<file path="src/core/adc_pkg.sv">
// Purpose: shared constants for the stereo converter back end
// Assumes: three-level pins arrive as two-bit level codes
// Notes: ratio thresholds sit midway between legal ratios
package adc_pkg;
   localparam logic [1:0] LVL_LOW = 2'h0; // Pin held low
   localparam logic [1:0] LVL_MID = 2'h1; // Pin at middle level
   localparam logic [1:0] LVL_HIGH = 2'h2; // Pin held high
   localparam int MCLK_HALF_BCLK = 2; // Master ticks per bit clock half
   localparam int SLOTS_PER_CH = 32; // Bit slots per channel
   localparam int SAMPLE_BITS = 24; // Significant sample bits
   localparam int CIC_DECIM = 8; // First stage rate drop
   localparam int CIC_ORDER = 4; // Sinc order
   localparam int CIC_SCALE = 10; // Lift sinc output toward sample MSB
   localparam int HB_STAGES = 3; // Half-band stages
   localparam int MUTE_FRAMES_DEF = 12288; // Frames muted after power-up
   localparam int RATIO_TH1 = 320; // Split 256 from 384
   localparam int RATIO_TH2 = 448; // Split 384 from 512
   localparam int RATIO_TH3 = 640; // Split 512 from 768
   localparam logic [1:0] RATIO_256 = 2'h0; // Ratio codes
   localparam logic [1:0] RATIO_384 = 2'h1;
   localparam logic [1:0] RATIO_512 = 2'h2;
   localparam logic [1:0] RATIO_768 = 2'h3;
endpackage : adc_pkg

</file>
<file path="src/core/adc_serial_out.sv">
// Purpose: decimation and serial audio output of a stereo converter
// Assumes: modulator bits are synchronous to core_clk_i
// Notes: pins are sampled, so the master clock must be slower than core_clk_i / 3
// Summary of operation
// - Slave role detects 256/384/512/768 ratio itself
// - Master drives word select fs, bit clock 64 fs
// - Role pin: low slave, high master
// - Format pin: low I2S, high MSB-justified
// - Both formats carry up to 24 bits
// - Fourth-order sinc stage decimates by eight
// - Three half-band stages, each decimating two
// - Seven-tap half-bands: passband droop, shallow stopband attenuation
// - Data held low 12288 frames after power-up
// - Power pin low means power-down; mid 0 dB, high flags 6 dB gain
`timescale 1ns/1ps
module adc_serial_out #(
   parameter int MUTE_FRAMES = adc_pkg::MUTE_FRAMES_DEF
) (
   // Clock, reset, enable
   input wire logic core_clk_i,
   input wire logic rst_i,
   input wire logic ce_i,
   // Strap pins and master clock
   input wire logic master_clock_in_i,
   input wire logic [1:0] role_select_pin_i,
   input wire logic [1:0] format_select_pin_i,
   input wire logic [1:0] power_control_pin_i,
   // Modulator bit streams
   input wire logic mod_l_i,
   input wire logic mod_r_i,
   // Serial port
   input wire logic serial_bit_clock_i,
   output logic serial_bit_clock_o,
   output logic serial_bit_clock_oe_n_o,
   input wire logic word_select_i,
   output logic word_select_o,
   output logic word_select_oe_n_o,
   output logic serial_data_out_o,
   // Status
   output logic gain_6db_o,
   output logic [1:0] clock_ratio_o
);
   import adc_pkg::*;
   localparam int CW = 16; // Sinc accumulator width
   localparam int DW = 26; // Half-band data width
   localparam int MW = $clog2(MUTE_FRAMES + 1); // Mute counter width

   logic mclk_s1, mclk_s2, mclk_d; // Master clock synchroniser
   logic bclk_s1, bclk_s2, ws_s1, ws_s2; // Port clock synchronisers
   logic [1:0] role_s1, role_s2, fmt_s1, fmt_s2, pwr_s1, pwr_s2; // Straps
   logic bclk_d, ws_d; // Previous selected clocks
   logic [1:0] mdiv; // Master tick divider
   logic [4:0] bit_cnt; // Master bit slot count
   logic master, i2s, powered, clr, run_m, mclk_tick;
   logic bclk_cur, ws_cur, rise, fall, ws_ev, frame_ev;

   // Two flip-flops on every strap and clock pin; modulator bits are not synchronised
   always_ff @(posedge core_clk_i) begin
      if (rst_i) begin
         {mclk_s1, mclk_s2, mclk_d} <= 3'h0;
         {bclk_s1, bclk_s2, ws_s1, ws_s2} <= 4'h0;
         {role_s1, role_s2, fmt_s1, fmt_s2} <= 8'h00;
         {pwr_s1, pwr_s2} <= 4'h0;
      end else if (ce_i) begin
         {mclk_s1, mclk_s2, mclk_d} <= {master_clock_in_i, mclk_s1, mclk_s2};
         {bclk_s1, bclk_s2} <= {serial_bit_clock_i, bclk_s1};
         {ws_s1, ws_s2} <= {word_select_i, ws_s1};
         {role_s1, role_s2} <= {role_select_pin_i, role_s1};
         {fmt_s1, fmt_s2} <= {format_select_pin_i, fmt_s1};
         {pwr_s1, pwr_s2} <= {power_control_pin_i, pwr_s1};
      end
   end

   // Strap decode; middle levels fall back to slave and I2S
   assign master = (role_s2 == LVL_HIGH);
   assign i2s = (fmt_s2 != LVL_HIGH);
   assign powered = (pwr_s2 != LVL_LOW);
   assign clr = rst_i || (ce_i && !powered);
   assign run_m = master && powered;
   assign mclk_tick = mclk_s2 && !mclk_d;
   // Selected port clocks and their edges
   assign bclk_cur = master ? serial_bit_clock_o : bclk_s2;
   assign ws_cur = master ? word_select_o : ws_s2;
   assign rise = bclk_cur && !bclk_d;
   assign fall = !bclk_cur && bclk_d;
   assign ws_ev = ws_cur ^ ws_d;
   assign frame_ev = ws_ev && !ws_cur;

   // Edge history of the selected clocks
   always_ff @(posedge core_clk_i) begin
      if (rst_i) begin
         bclk_d <= 1'b0;
         ws_d <= 1'b0;
      end else if (ce_i) begin
         bclk_d <= bclk_cur;
         ws_d <= ws_cur;
      end
   end

   // Master clock generator: 4 master ticks per bit, 32 bits per half frame
   always_ff @(posedge core_clk_i) begin
      if (rst_i) begin
         mdiv <= 2'h0;
         bit_cnt <= 5'h00;
         serial_bit_clock_o <= 1'b0;
         word_select_o <= 1'b0;
         serial_bit_clock_oe_n_o <= 1'b1;
         word_select_oe_n_o <= 1'b1;
      end else if (ce_i) begin
         serial_bit_clock_oe_n_o <= !run_m;
         word_select_oe_n_o <= !run_m;
         if (!run_m) begin
            // Released and idle
            mdiv <= 2'h0;
            bit_cnt <= 5'h00;
            serial_bit_clock_o <= 1'b0;
            word_select_o <= 1'b0;
         end else if (mclk_tick) begin
            // Divider assumes a 256 fs master clock
            mdiv <= mdiv + 2'h1;
            if (mdiv == 2'(MCLK_HALF_BCLK - 1)) begin
               mdiv <= 2'h0;
               serial_bit_clock_o <= !serial_bit_clock_o;
               if (serial_bit_clock_o) begin
                  // Falling edge: next slot
                  bit_cnt <= bit_cnt + 5'h01;
                  if (bit_cnt == 5'(SLOTS_PER_CH - 1)) begin
                     word_select_o <= !word_select_o;
                  end
               end
            end
         end
      end
   end

   // Fourth-order sinc decimator, eight bit-clock samples per output
   logic signed [CW-1:0] integ [2][CIC_ORDER]; // Integrators
   logic signed [CW-1:0] cdly [2][CIC_ORDER]; // Comb delays
   logic signed [CW-1:0] cm [2][CIC_ORDER]; // Comb chain
   logic signed [DW-1:0] cic_out [2]; // Scaled sinc output
   logic [2:0] cic_cnt; // Decimation phase
   logic cic_v; // Sinc output strobe
   logic [1:0] mod_v;
   assign mod_v = {mod_r_i, mod_l_i};

   // Comb chain at the decimated rate
   always_comb begin
      for (int c = 0; c < 2; c++) begin
         cm[c][0] = integ[c][CIC_ORDER-1] - cdly[c][0];
         for (int k = 1; k < CIC_ORDER; k++) begin
            cm[c][k] = cm[c][k-1] - cdly[c][k];
         end
      end
   end

   // Integrators run once per bit clock rise, the 64 fs rate
   always_ff @(posedge core_clk_i) begin
      if (clr) begin
         cic_cnt <= 3'h0;
         cic_v <= 1'b0;
         for (int c = 0; c < 2; c++) begin
            cic_out[c] <= '0;
            for (int k = 0; k < CIC_ORDER; k++) begin
               integ[c][k] <= '0;
               cdly[c][k] <= '0;
            end
         end
      end else if (ce_i) begin
         cic_v <= 1'b0;
         if (rise) begin
            cic_cnt <= cic_cnt + 3'h1;
            for (int c = 0; c < 2; c++) begin
               // Bit maps to +1 or -1
               integ[c][0] <= integ[c][0] + (mod_v[c] ? 16'sh0001 : 16'shffff);
               for (int k = 1; k < CIC_ORDER; k++) begin
                  integ[c][k] <= integ[c][k] + integ[c][k-1];
               end
            end
            if (cic_cnt == 3'(CIC_DECIM - 1)) begin
               cic_v <= 1'b1;
               for (int c = 0; c < 2; c++) begin
                  cdly[c][0] <= integ[c][CIC_ORDER-1];
                  for (int k = 1; k < CIC_ORDER; k++) begin
                     cdly[c][k] <= cm[c][k-1];
                  end
                  cic_out[c] <= DW'(cm[c][CIC_ORDER-1]) <<< CIC_SCALE;
               end
            end
         end
      end
   end

   // Half-band taps -1 0 9 16 9 0 -1 over 32
   function automatic logic signed [DW-1:0] hb_fir(
      input logic signed [DW-1:0] a0, a2, a3, a4, a6);
      logic signed [DW+5:0] e0, e2, e3, e4, e6, acc;
      e0 = (DW+6)'(a0);
      e2 = (DW+6)'(a2);
      e3 = (DW+6)'(a3);
      e4 = (DW+6)'(a4);
      e6 = (DW+6)'(a6);
      acc = (e2 <<< 3) + e2 + (e3 <<< 4) + (e4 <<< 3) + e4 - e0 - e6;
      return DW'(acc >>> 5);
   endfunction : hb_fir

   logic signed [DW-1:0] hdly [HB_STAGES][2][6]; // Tap delay lines
   logic signed [DW-1:0] hx [HB_STAGES][2]; // Stage outputs
   logic signed [DW-1:0] hin [HB_STAGES][2]; // Stage inputs
   logic [HB_STAGES-1:0] hv, hph; // Output strobes, phases
   logic [HB_STAGES:0] vin; // Input strobes
   logic [SAMPLE_BITS-1:0] smp [2]; // Latest frame samples
   assign vin = {hv, cic_v};

   // Stage input selection
   always_comb begin
      for (int c = 0; c < 2; c++) begin
         hin[0][c] = cic_out[c];
         for (int s = 1; s < HB_STAGES; s++) begin
            hin[s][c] = hx[s-1][c];
         end
      end
   end

   // Half-band chain, each stage emits every second input
   always_ff @(posedge core_clk_i) begin
      if (clr) begin
         hv <= '0;
         hph <= '0;
         for (int c = 0; c < 2; c++) begin
            smp[c] <= '0;
            for (int s = 0; s < HB_STAGES; s++) begin
               hx[s][c] <= '0;
               for (int k = 0; k < 6; k++) begin
                  hdly[s][c][k] <= '0;
               end
            end
         end
      end else if (ce_i) begin
         for (int s = 0; s < HB_STAGES; s++) begin
            hv[s] <= 1'b0;
            if (vin[s]) begin
               hph[s] <= !hph[s];
               hv[s] <= hph[s];
               for (int c = 0; c < 2; c++) begin
                  hdly[s][c][0] <= hin[s][c];
                  for (int k = 1; k < 6; k++) begin
                     hdly[s][c][k] <= hdly[s][c][k-1];
                  end
                  if (hph[s]) begin
                     // Response trades stopband depth for size
                     hx[s][c] <= hb_fir(hin[s][c], hdly[s][c][1], hdly[s][c][2],
                        hdly[s][c][3], hdly[s][c][5]);
                  end
               end
            end
         end
         if (hv[HB_STAGES-1]) begin
            // One sample pair per frame
            for (int c = 0; c < 2; c++) begin
               smp[c] <= hx[HB_STAGES-1][c][SAMPLE_BITS-1:0];
            end
         end
      end
   end

   // Mute counter runs in frames after power-up
   logic [MW-1:0] mute_cnt;
   logic muted;
   assign muted = (mute_cnt != MW'(MUTE_FRAMES));
   always_ff @(posedge core_clk_i) begin
      if (clr) begin
         mute_cnt <= '0;
      end else if (ce_i && muted && frame_ev) begin
         mute_cnt <= mute_cnt + MW'(1);
      end
   end

   // Serializer: 32 slots, MSB first, zero tail
   logic [SLOTS_PER_CH-1:0] sh, ld_word;
   logic skip; // Swallows a fall that lags a word edge, until the next rise
   assign ld_word = muted ? '0 : {smp[ws_cur], (SLOTS_PER_CH - SAMPLE_BITS)'(0)};
   always_ff @(posedge core_clk_i) begin
      if (clr) begin
         sh <= '0;
         skip <= 1'b0;
         serial_data_out_o <= 1'b0;
      end else if (ce_i) begin
         if (ws_ev) begin
            skip <= 1'b1;
            if (i2s) begin
               sh <= ld_word;
            end else begin
               serial_data_out_o <= ld_word[SLOTS_PER_CH-1];
               sh <= ld_word << 1;
            end
         end else if (fall) begin
            if (skip) begin
               skip <= 1'b0;
            end else begin
               serial_data_out_o <= sh[SLOTS_PER_CH-1];
               sh <= sh << 1;
            end
         end else if (rise) begin
            skip <= 1'b0;
         end
      end
   end

   // Ratio detector counts master ticks per frame; relies on lock
   logic [9:0] rcnt;
   always_ff @(posedge core_clk_i) begin
      if (rst_i) begin
         rcnt <= 10'h000;
         clock_ratio_o <= RATIO_256;
         gain_6db_o <= 1'b0;
      end else if (ce_i) begin
         gain_6db_o <= (pwr_s2 == LVL_HIGH);
         if (master) begin
            clock_ratio_o <= RATIO_256;
         end else if (frame_ev) begin
            rcnt <= 10'h000;
            if (rcnt > 10'(RATIO_TH3)) begin
               clock_ratio_o <= RATIO_768;
            end else if (rcnt > 10'(RATIO_TH2)) begin
               clock_ratio_o <= RATIO_512;
            end else if (rcnt > 10'(RATIO_TH1)) begin
               clock_ratio_o <= RATIO_384;
            end else begin
               clock_ratio_o <= RATIO_256;
            end
         end else if (mclk_tick && rcnt != 10'h3ff) begin
            rcnt <= rcnt + 10'h001;
         end
      end
   end
endmodule : adc_serial_out

</file>
<file path="config.mk">
export PLATFORM = sky130hd
export DESIGN_NAME = adc_serial_out
export DESIGN_NICKNAME = d
export VERILOG_FILES = /design/src/core/adc_pkg.sv /design/src/core/adc_serial_out.sv
export SDC_FILE = /design/constraint.sdc
export NUM_CORES = 2
export LEC_CHECK = 0
export ABC_AREA = 1
export ABC_CLOCK_PERIOD_IN_PS = 15850
export BUFFER_PORTS_ARGS = -buffer_cell sky130_fd_sc_hd__buf_4
export CORE_ASPECT_RATIO = 1.1
export CORE_UTILIZATION = 60
export CTS_BUF_LIST = sky130_fd_sc_hd__clkbuf_4
export CTS_CLUSTER_SIZE = 40
export DETAILED_ROUTE_END_ITERATION = 7
export GPL_TIMING_DRIVEN = 0
export PLACE_DENSITY = 0.79
export SKIP_CTS_REPAIR_TIMING = 1
export SLEW_MARGIN = 25
export SYNTH_ARGS = -nofsm -noshare
export SYNTH_HDL_FRONTEND = slang
export SYNTH_SLANG_ARGS = --single-unit
</file>
<file path="constraint.sdc">
create_clock -name core_clk_i -period 15.85 [get_ports core_clk_i]
set_input_delay 3.17 -clock core_clk_i [delete_from_list [all_inputs] [get_ports core_clk_i]]
set_output_delay 3.17 -clock core_clk_i [all_outputs]
set_load 0.01 [all_outputs]
</file>
### Yosys cells after proc, flatten, opt, wreduce, memory -nomap -nowiden

Memory sizes are Yosys's and may differ from the RTL's.
Cells that the tools add are included.

| word-level totals | value |
|---|---|
| memories kept | 6 |
| bits in registers | 102 |
| RAM bits | 1428 |
| output and inout port bits | 8 |
| input port bits | 14 |

Memory list:

| memory | depth | bits a word | rd ports | clocked after memory_dff | write ports | RTL line | source |
|---|---|---|---|---|---|---|---|
| hdly | 3 | 312 | 3 | 0 | 3 | adc_serial_out.sv:206 | `logic signed [DW-1:0] hdly [HB_STAGES][2][6];` |
| hx | 3 | 52 | 3 | 0 | 3 | adc_serial_out.sv:207 | `logic signed [DW-1:0] hx [HB_STAGES][2];` |
| cdly | 2 | 64 | 2 | 0 | 2 | adc_serial_out.sv:138 | `logic signed [CW-1:0] cdly [2][CIC_ORDER];` |
| integ | 2 | 64 | 2 | 0 | 2 | adc_serial_out.sv:137 | `logic signed [CW-1:0] integ [2][CIC_ORDER];` |
| smp | 2 | 24 | 1 | 0 | 2 | adc_serial_out.sv:211 | `logic [SAMPLE_BITS-1:0] smp [2];` |
| cic_out | 2 | 16 | 2 | 0 | 2 | adc_serial_out.sv:140 | `logic signed [DW-1:0] cic_out [2];` |

| cells by class | value |
|---|---|
| equal/unequal tests | 14 |
| reduce and logical (&&, ||, !) cells | 39 |
| magnitude comparators | 3 |
| bitwise logic cells | 64 |
| add/sub/neg operators | 57 |
| muxes and demuxes | 145 |

Operators with widths:

| kind | number |
|---|---|
| 2-to-1 mux 26 bit | 42 |
| subtractor 31 x 26 -> 31 bit | 12 |
| 2-to-1 mux 16 bit | 20 |
| adder 30 x 30 -> 31 bit | 6 |
| adder 31 x 26 -> 31 bit | 6 |
| adder 31 x 29 -> 31 bit | 6 |
| adder 29 x 26 -> 30 bit | 6 |
| 2-to-1 mux 32 bit | 5 |
| adder 16 bit | 8 |
| subtractor 16 bit | 8 |
| 2-to-1 mux 1 bit | 63 |
| bitwise OR 1 bit | 62 |
| 2-to-1 mux 24 bit | 2 |
| greater-than comparator 10 x 9 -> 1 bit, second input constant | 2 |
| 2-to-1 mux 10 bit | 2 |
| 2-to-1 mux 5 bit | 4 |
| adder 14 x 1 -> 14 bit, second input constant | 1 |
| 2-to-1 mux 2 bit | 7 |
| inequality test 14 bit, second input constant | 1 |
| AND reduction 2 bit | 7 |
| logical NOT 1 bit | 11 |
| adder 10 x 1 -> 10 bit, second input constant | 1 |
| greater-than comparator 10 bit, second input constant | 1 |
| inequality test 10 bit, second input constant | 1 |
| 18 further kinds | 38 |

### Longest topological paths before layout

| depth | value |
|---|---|
| word-level depth | 8 |
| mapped depth | 38 |

### Least setup slack after synthesis

Ideal clock, no wire load.

| timing path | value |
|---|---|
| kind | input to register |
| from | in ce_i |
| to | mem cdly[0][0] in the netlist's numbering, enable pin |
| setup time | 0.901 ns |
| data required time | 14.949 ns |
| stages on the path | 3 |
| path slack | 0.316 ns |
| data arrival time | 14.633 ns |
| path through | buf_4 -> nand2_1 -> o21ai_0 |

RTL lines:

| item | RTL line | source |
|---|---|---|
| from (decl) | adc_serial_out.sv:22 | `input wire logic ce_i,` |
| to (decl) | adc_serial_out.sv:138 |  |

==> results summary <==
The class of the worst hold path is reg2reg. The proportion of synthesized chip area in sequential cells came out at between 40% and 50%. Routability-driven placement finished with a final weighted congestion of 0.921. The number of endpoints failing setup at the final stage is 0.

The global-route wire length before repair came out at 305000 µm. The number of global-route vias before repair was ~60000. The critical path's top delay family is simple AND/OR/NAND/NOR gates. The worst voltage drop across the vdd grid is about 0.13 mV. In the synthesized netlist the dominant register cell turns out to be edfxtp_1. The final count of pins violating max slew is 0. The portion of synthesized cell area occupied by the leading cell type is 42.0%. The clock latency on the worst-skew pair came out at 1.37 ns. The DRC violation count after routing came out at 0. The endpoint of the worst hold path is mclk_d. Clock-pin slew was measured on the worst setup and hold paths at 0.07 ns. The number of flip-flops and latches in the synthesized netlist came out at about 1300. The design draws 14200 µW. The die area is 143000 µm².

The number of synthesis warnings is 0. Timing would allow up to 166 MHz. The power per cell area is 153 nW/µm². Entering global routing, the biggest net connects 57 pins. The post-placement worst setup slack is approximately 9.3 ns. In this run the mean area of a mapped cell was 9.72 µm². Leaving out fill and tap cells, the most frequent cell in the layout is inv_1. Adding up every negative setup slack in the final design gives 0 ns. The average wire length per cell after detail routing is between 15 and 20 µm. Of all flip-flops after synthesis, the portion carrying an async set or reset was 0%. After global routing the overflow that remains totals 0. The delay of the slowest critical-path stage came out at 0.39 ns. The shortest period the worst path allows came out at approximately 6 ns. The filler cell count in the final layout came out at 10710. The initial antenna violation count came out at 1.

The initial core utilization is 60.5%. STA puts the critical path data arrival time at 7.02 ns. The required time of the worst setup path is 16.86 ns. The worst-path maximum fanout came out at 5. The vias after detailed routing came out at 58922. The number of iterations in the first detailed-routing pass came out at 6. Detailed placement ended at an HPWL of 147000 µm. Clock tree synthesis selected as its root buffer the cell clkbuf_4. The worst-margin pin slew is 1.18 ns.

The depth of the worst register-to-register path is 37. The share of the clock period used by the worst path after layout is 37.9%. The worst register-to-register path begins at integ[0][0].

The number of clock buffers added by TritonCTS is 360. The number of port buffers is 20. The number of max-cap violations is 0. The overall global routing resource usage is 27.0%. The synthesized design contains 1187 enable-type register cells. In this run the power spent charging and discharging nets is 6050 µW. The number of non-filler instances in the completed layout is 11242.

Summing every instance area after synthesis gives 84800 µm². In this run, the number of DRC markers left after iteration 0 of detailed routing was 4100. For this block, the routed nets add up to 189000 µm of wire. The startpoint of the most critical hold path is mclk_d. The share of total power dissipated in combinational logic is between 40% and 50%. STA classifies the critical path startpoint as a flip-flop. The critical path in this run is classified as reg2reg.

The count of mapped cells out of synthesis is roughly 8700. The worst register-to-register path ends at cic_out[0][15]. The type of element capturing the critical path is a flip-flop. The y dimension of the die is ~400 µm. Synthesis instantiated 68 different standard cells from the library. The internal power contribution is between 8000 and 9000 µW. By area the synthesized netlist is led by edfxtp_1, fa_1, inv_1, ha_1, nor2_1. The die is 361 µm wide.

The buffers plus inverters on the worst setup path is 5. After floorplanning, the core was divided into ~140 placement rows. The setup check on the worst reg-to-reg path leaves a slack of 9.84 ns.

The clock tree from TritonCTS is built. In the layout the commonest cells are inv_1, nor2_1, edfxtp_1. The number of stages on the worst hold path came out at 2.

The number of endpoints with negative hold slack in the final report is 0. The worst pin sits at a relative slew slack of 21.3%. The cell at the slowest stage of the critical path is fa_1. The maximum count of clock buffers along a single path is 4. Of the total power, the clock network draws a little over a fifth. The mean number of vias per cell came out at around 5.2. The final layout net count came out at 10264. The most area-hungry cell type in the Yosys netlist is edfxtp_1. The clock sink count is about 1300. The leakage power is ~0.042 µW. The switching fraction of total power is between 40 and 50%. The share of post-route cells with drive strength above 1 is roughly 8.4%. The final setup skew came out at 0.126 ns. The growth of design area from synthesis to finish came out at 9.10%. The cell count after placement came out at about 11000. The least setup slack across all paths after layout came out at 9.84 ns. The top-level port count came out at 22. The core area came out at 140000 µm². Setup repair after global routing left no endpoint under its margin. The share of total power dissipated in sequential elements is between 20% and 30%. The cell that appears most often on the critical path is nand2_1.

The remaining number of nets flagged by the antenna check after routing is 0. The flow ran to the end, and the final reports show no timing, DRC or antenna violations. In this run the number of H-tree levels came out at 5.
## worst min-delay path, stage by stage (launching register included)
cell,delay (ns)
dfxtp_1,0.30
inv_1,0.06
a21oi_1,0.06
## power groups by stage
stage                     logic [µW]  registers, µW  clock network, µW
after floorplan                 5270           4230                  0
after global placement          6610           4310                  0
after detailed placement        6860           4230                  0
after CTS                       6920           4160               3100
after global routing            7950           4170               3260
final                           6980           4160               3040
## state kept, by name (all words and copies together), names as in the netlist, 3 cells and up
name / cells
hdly: 756
hx: 142
cdly: 128
integ: 128
smp: 48
cic_out: 32
sh: 24
mute_cnt: 14
rcnt: 10
bit_cnt: 5
cic_cnt: 3
hph: 3
hv: 3
## how the worst max path moves through the flow
stage	start	end	slack [ns]	depth (start not counted)
finish	integ[0][0]	cic_out[0][15]	9.84	37
global route	integ[0][0]	cic_out[0][15]	9.37	37
CTS	integ[0][0]	cic_out[0][15]	9.83	37
detailed placement	rst_i	hdly[0][830]	9.25	8
global placement	ce_i	cic_out[0][12]	-5.60	4
floorplan	ce_i	cdly[0][0]	0.32	3
## cell type report
type	instances	area (µm²)	share of cell area [%]
tap	1825	2280	2.47
buffer	166	693	0.749
clock buffer	535	4020	4.34
sequential	1328	38500	41.6
multi-input combinational	4808	36600	39.5
antenna	6	15.0	0.0162
inverter	2439	9160	9.89
clock inverter	85	434	0.469
timing repair buffer	50	881	0.952
## Yosys cell counts (all sizes together), types with 59 or more instances
| master | n |
|---|---|
| a21oi | 636 |
| clkbuf | 129 |
| dfxtp | 141 |
| edfxtp | 1187 |
| fa | 655 |
| ha | 442 |
| inv | 2437 |
| nand2 | 638 |
| nand3 | 156 |
| nor2 | 1267 |
| nor3 | 59 |
| o21a | 72 |
| o21ai | 436 |
| xor2 | 85 |
## metal layers
| layer | part of all wire, % | global-route usage, % |
|---|---|---|
| met1 | 37 | 30.4 |
| met2 | 52 | 49.1 |
| met3 | 5.6 | 4.40 |
| met4 | 5.1 | 14.1 |
| met5 | 0 | 0 |
## through the flow
step / instance area, µm² / util (%) / hold slack [ns]
2_1_floorplan: 84900 / - / 0.417
3_5_place_dp: 88100 / 62.8 / 0.447
4_1_cts: 92500 / 66.0 / 0.458
3_3_place_gp: 87300 / 62.3 / 0.425
6_report: 92500 / 66.0 / 0.461
5_1_grt: 92500 / 66.0 / 0.466
## logic make-up after synthesis
logic type / share of synthesized area (%)
DFF: 45.3
other: 0.00885
xor gates and xnor gates: 1.46
buffers and inverters: 11.6
AOI/OAI and AO/OA: 8.84
and+or+nand+nor: 10.8
adders and majority gates: 22.0
(Power assumes the default switching activity.)
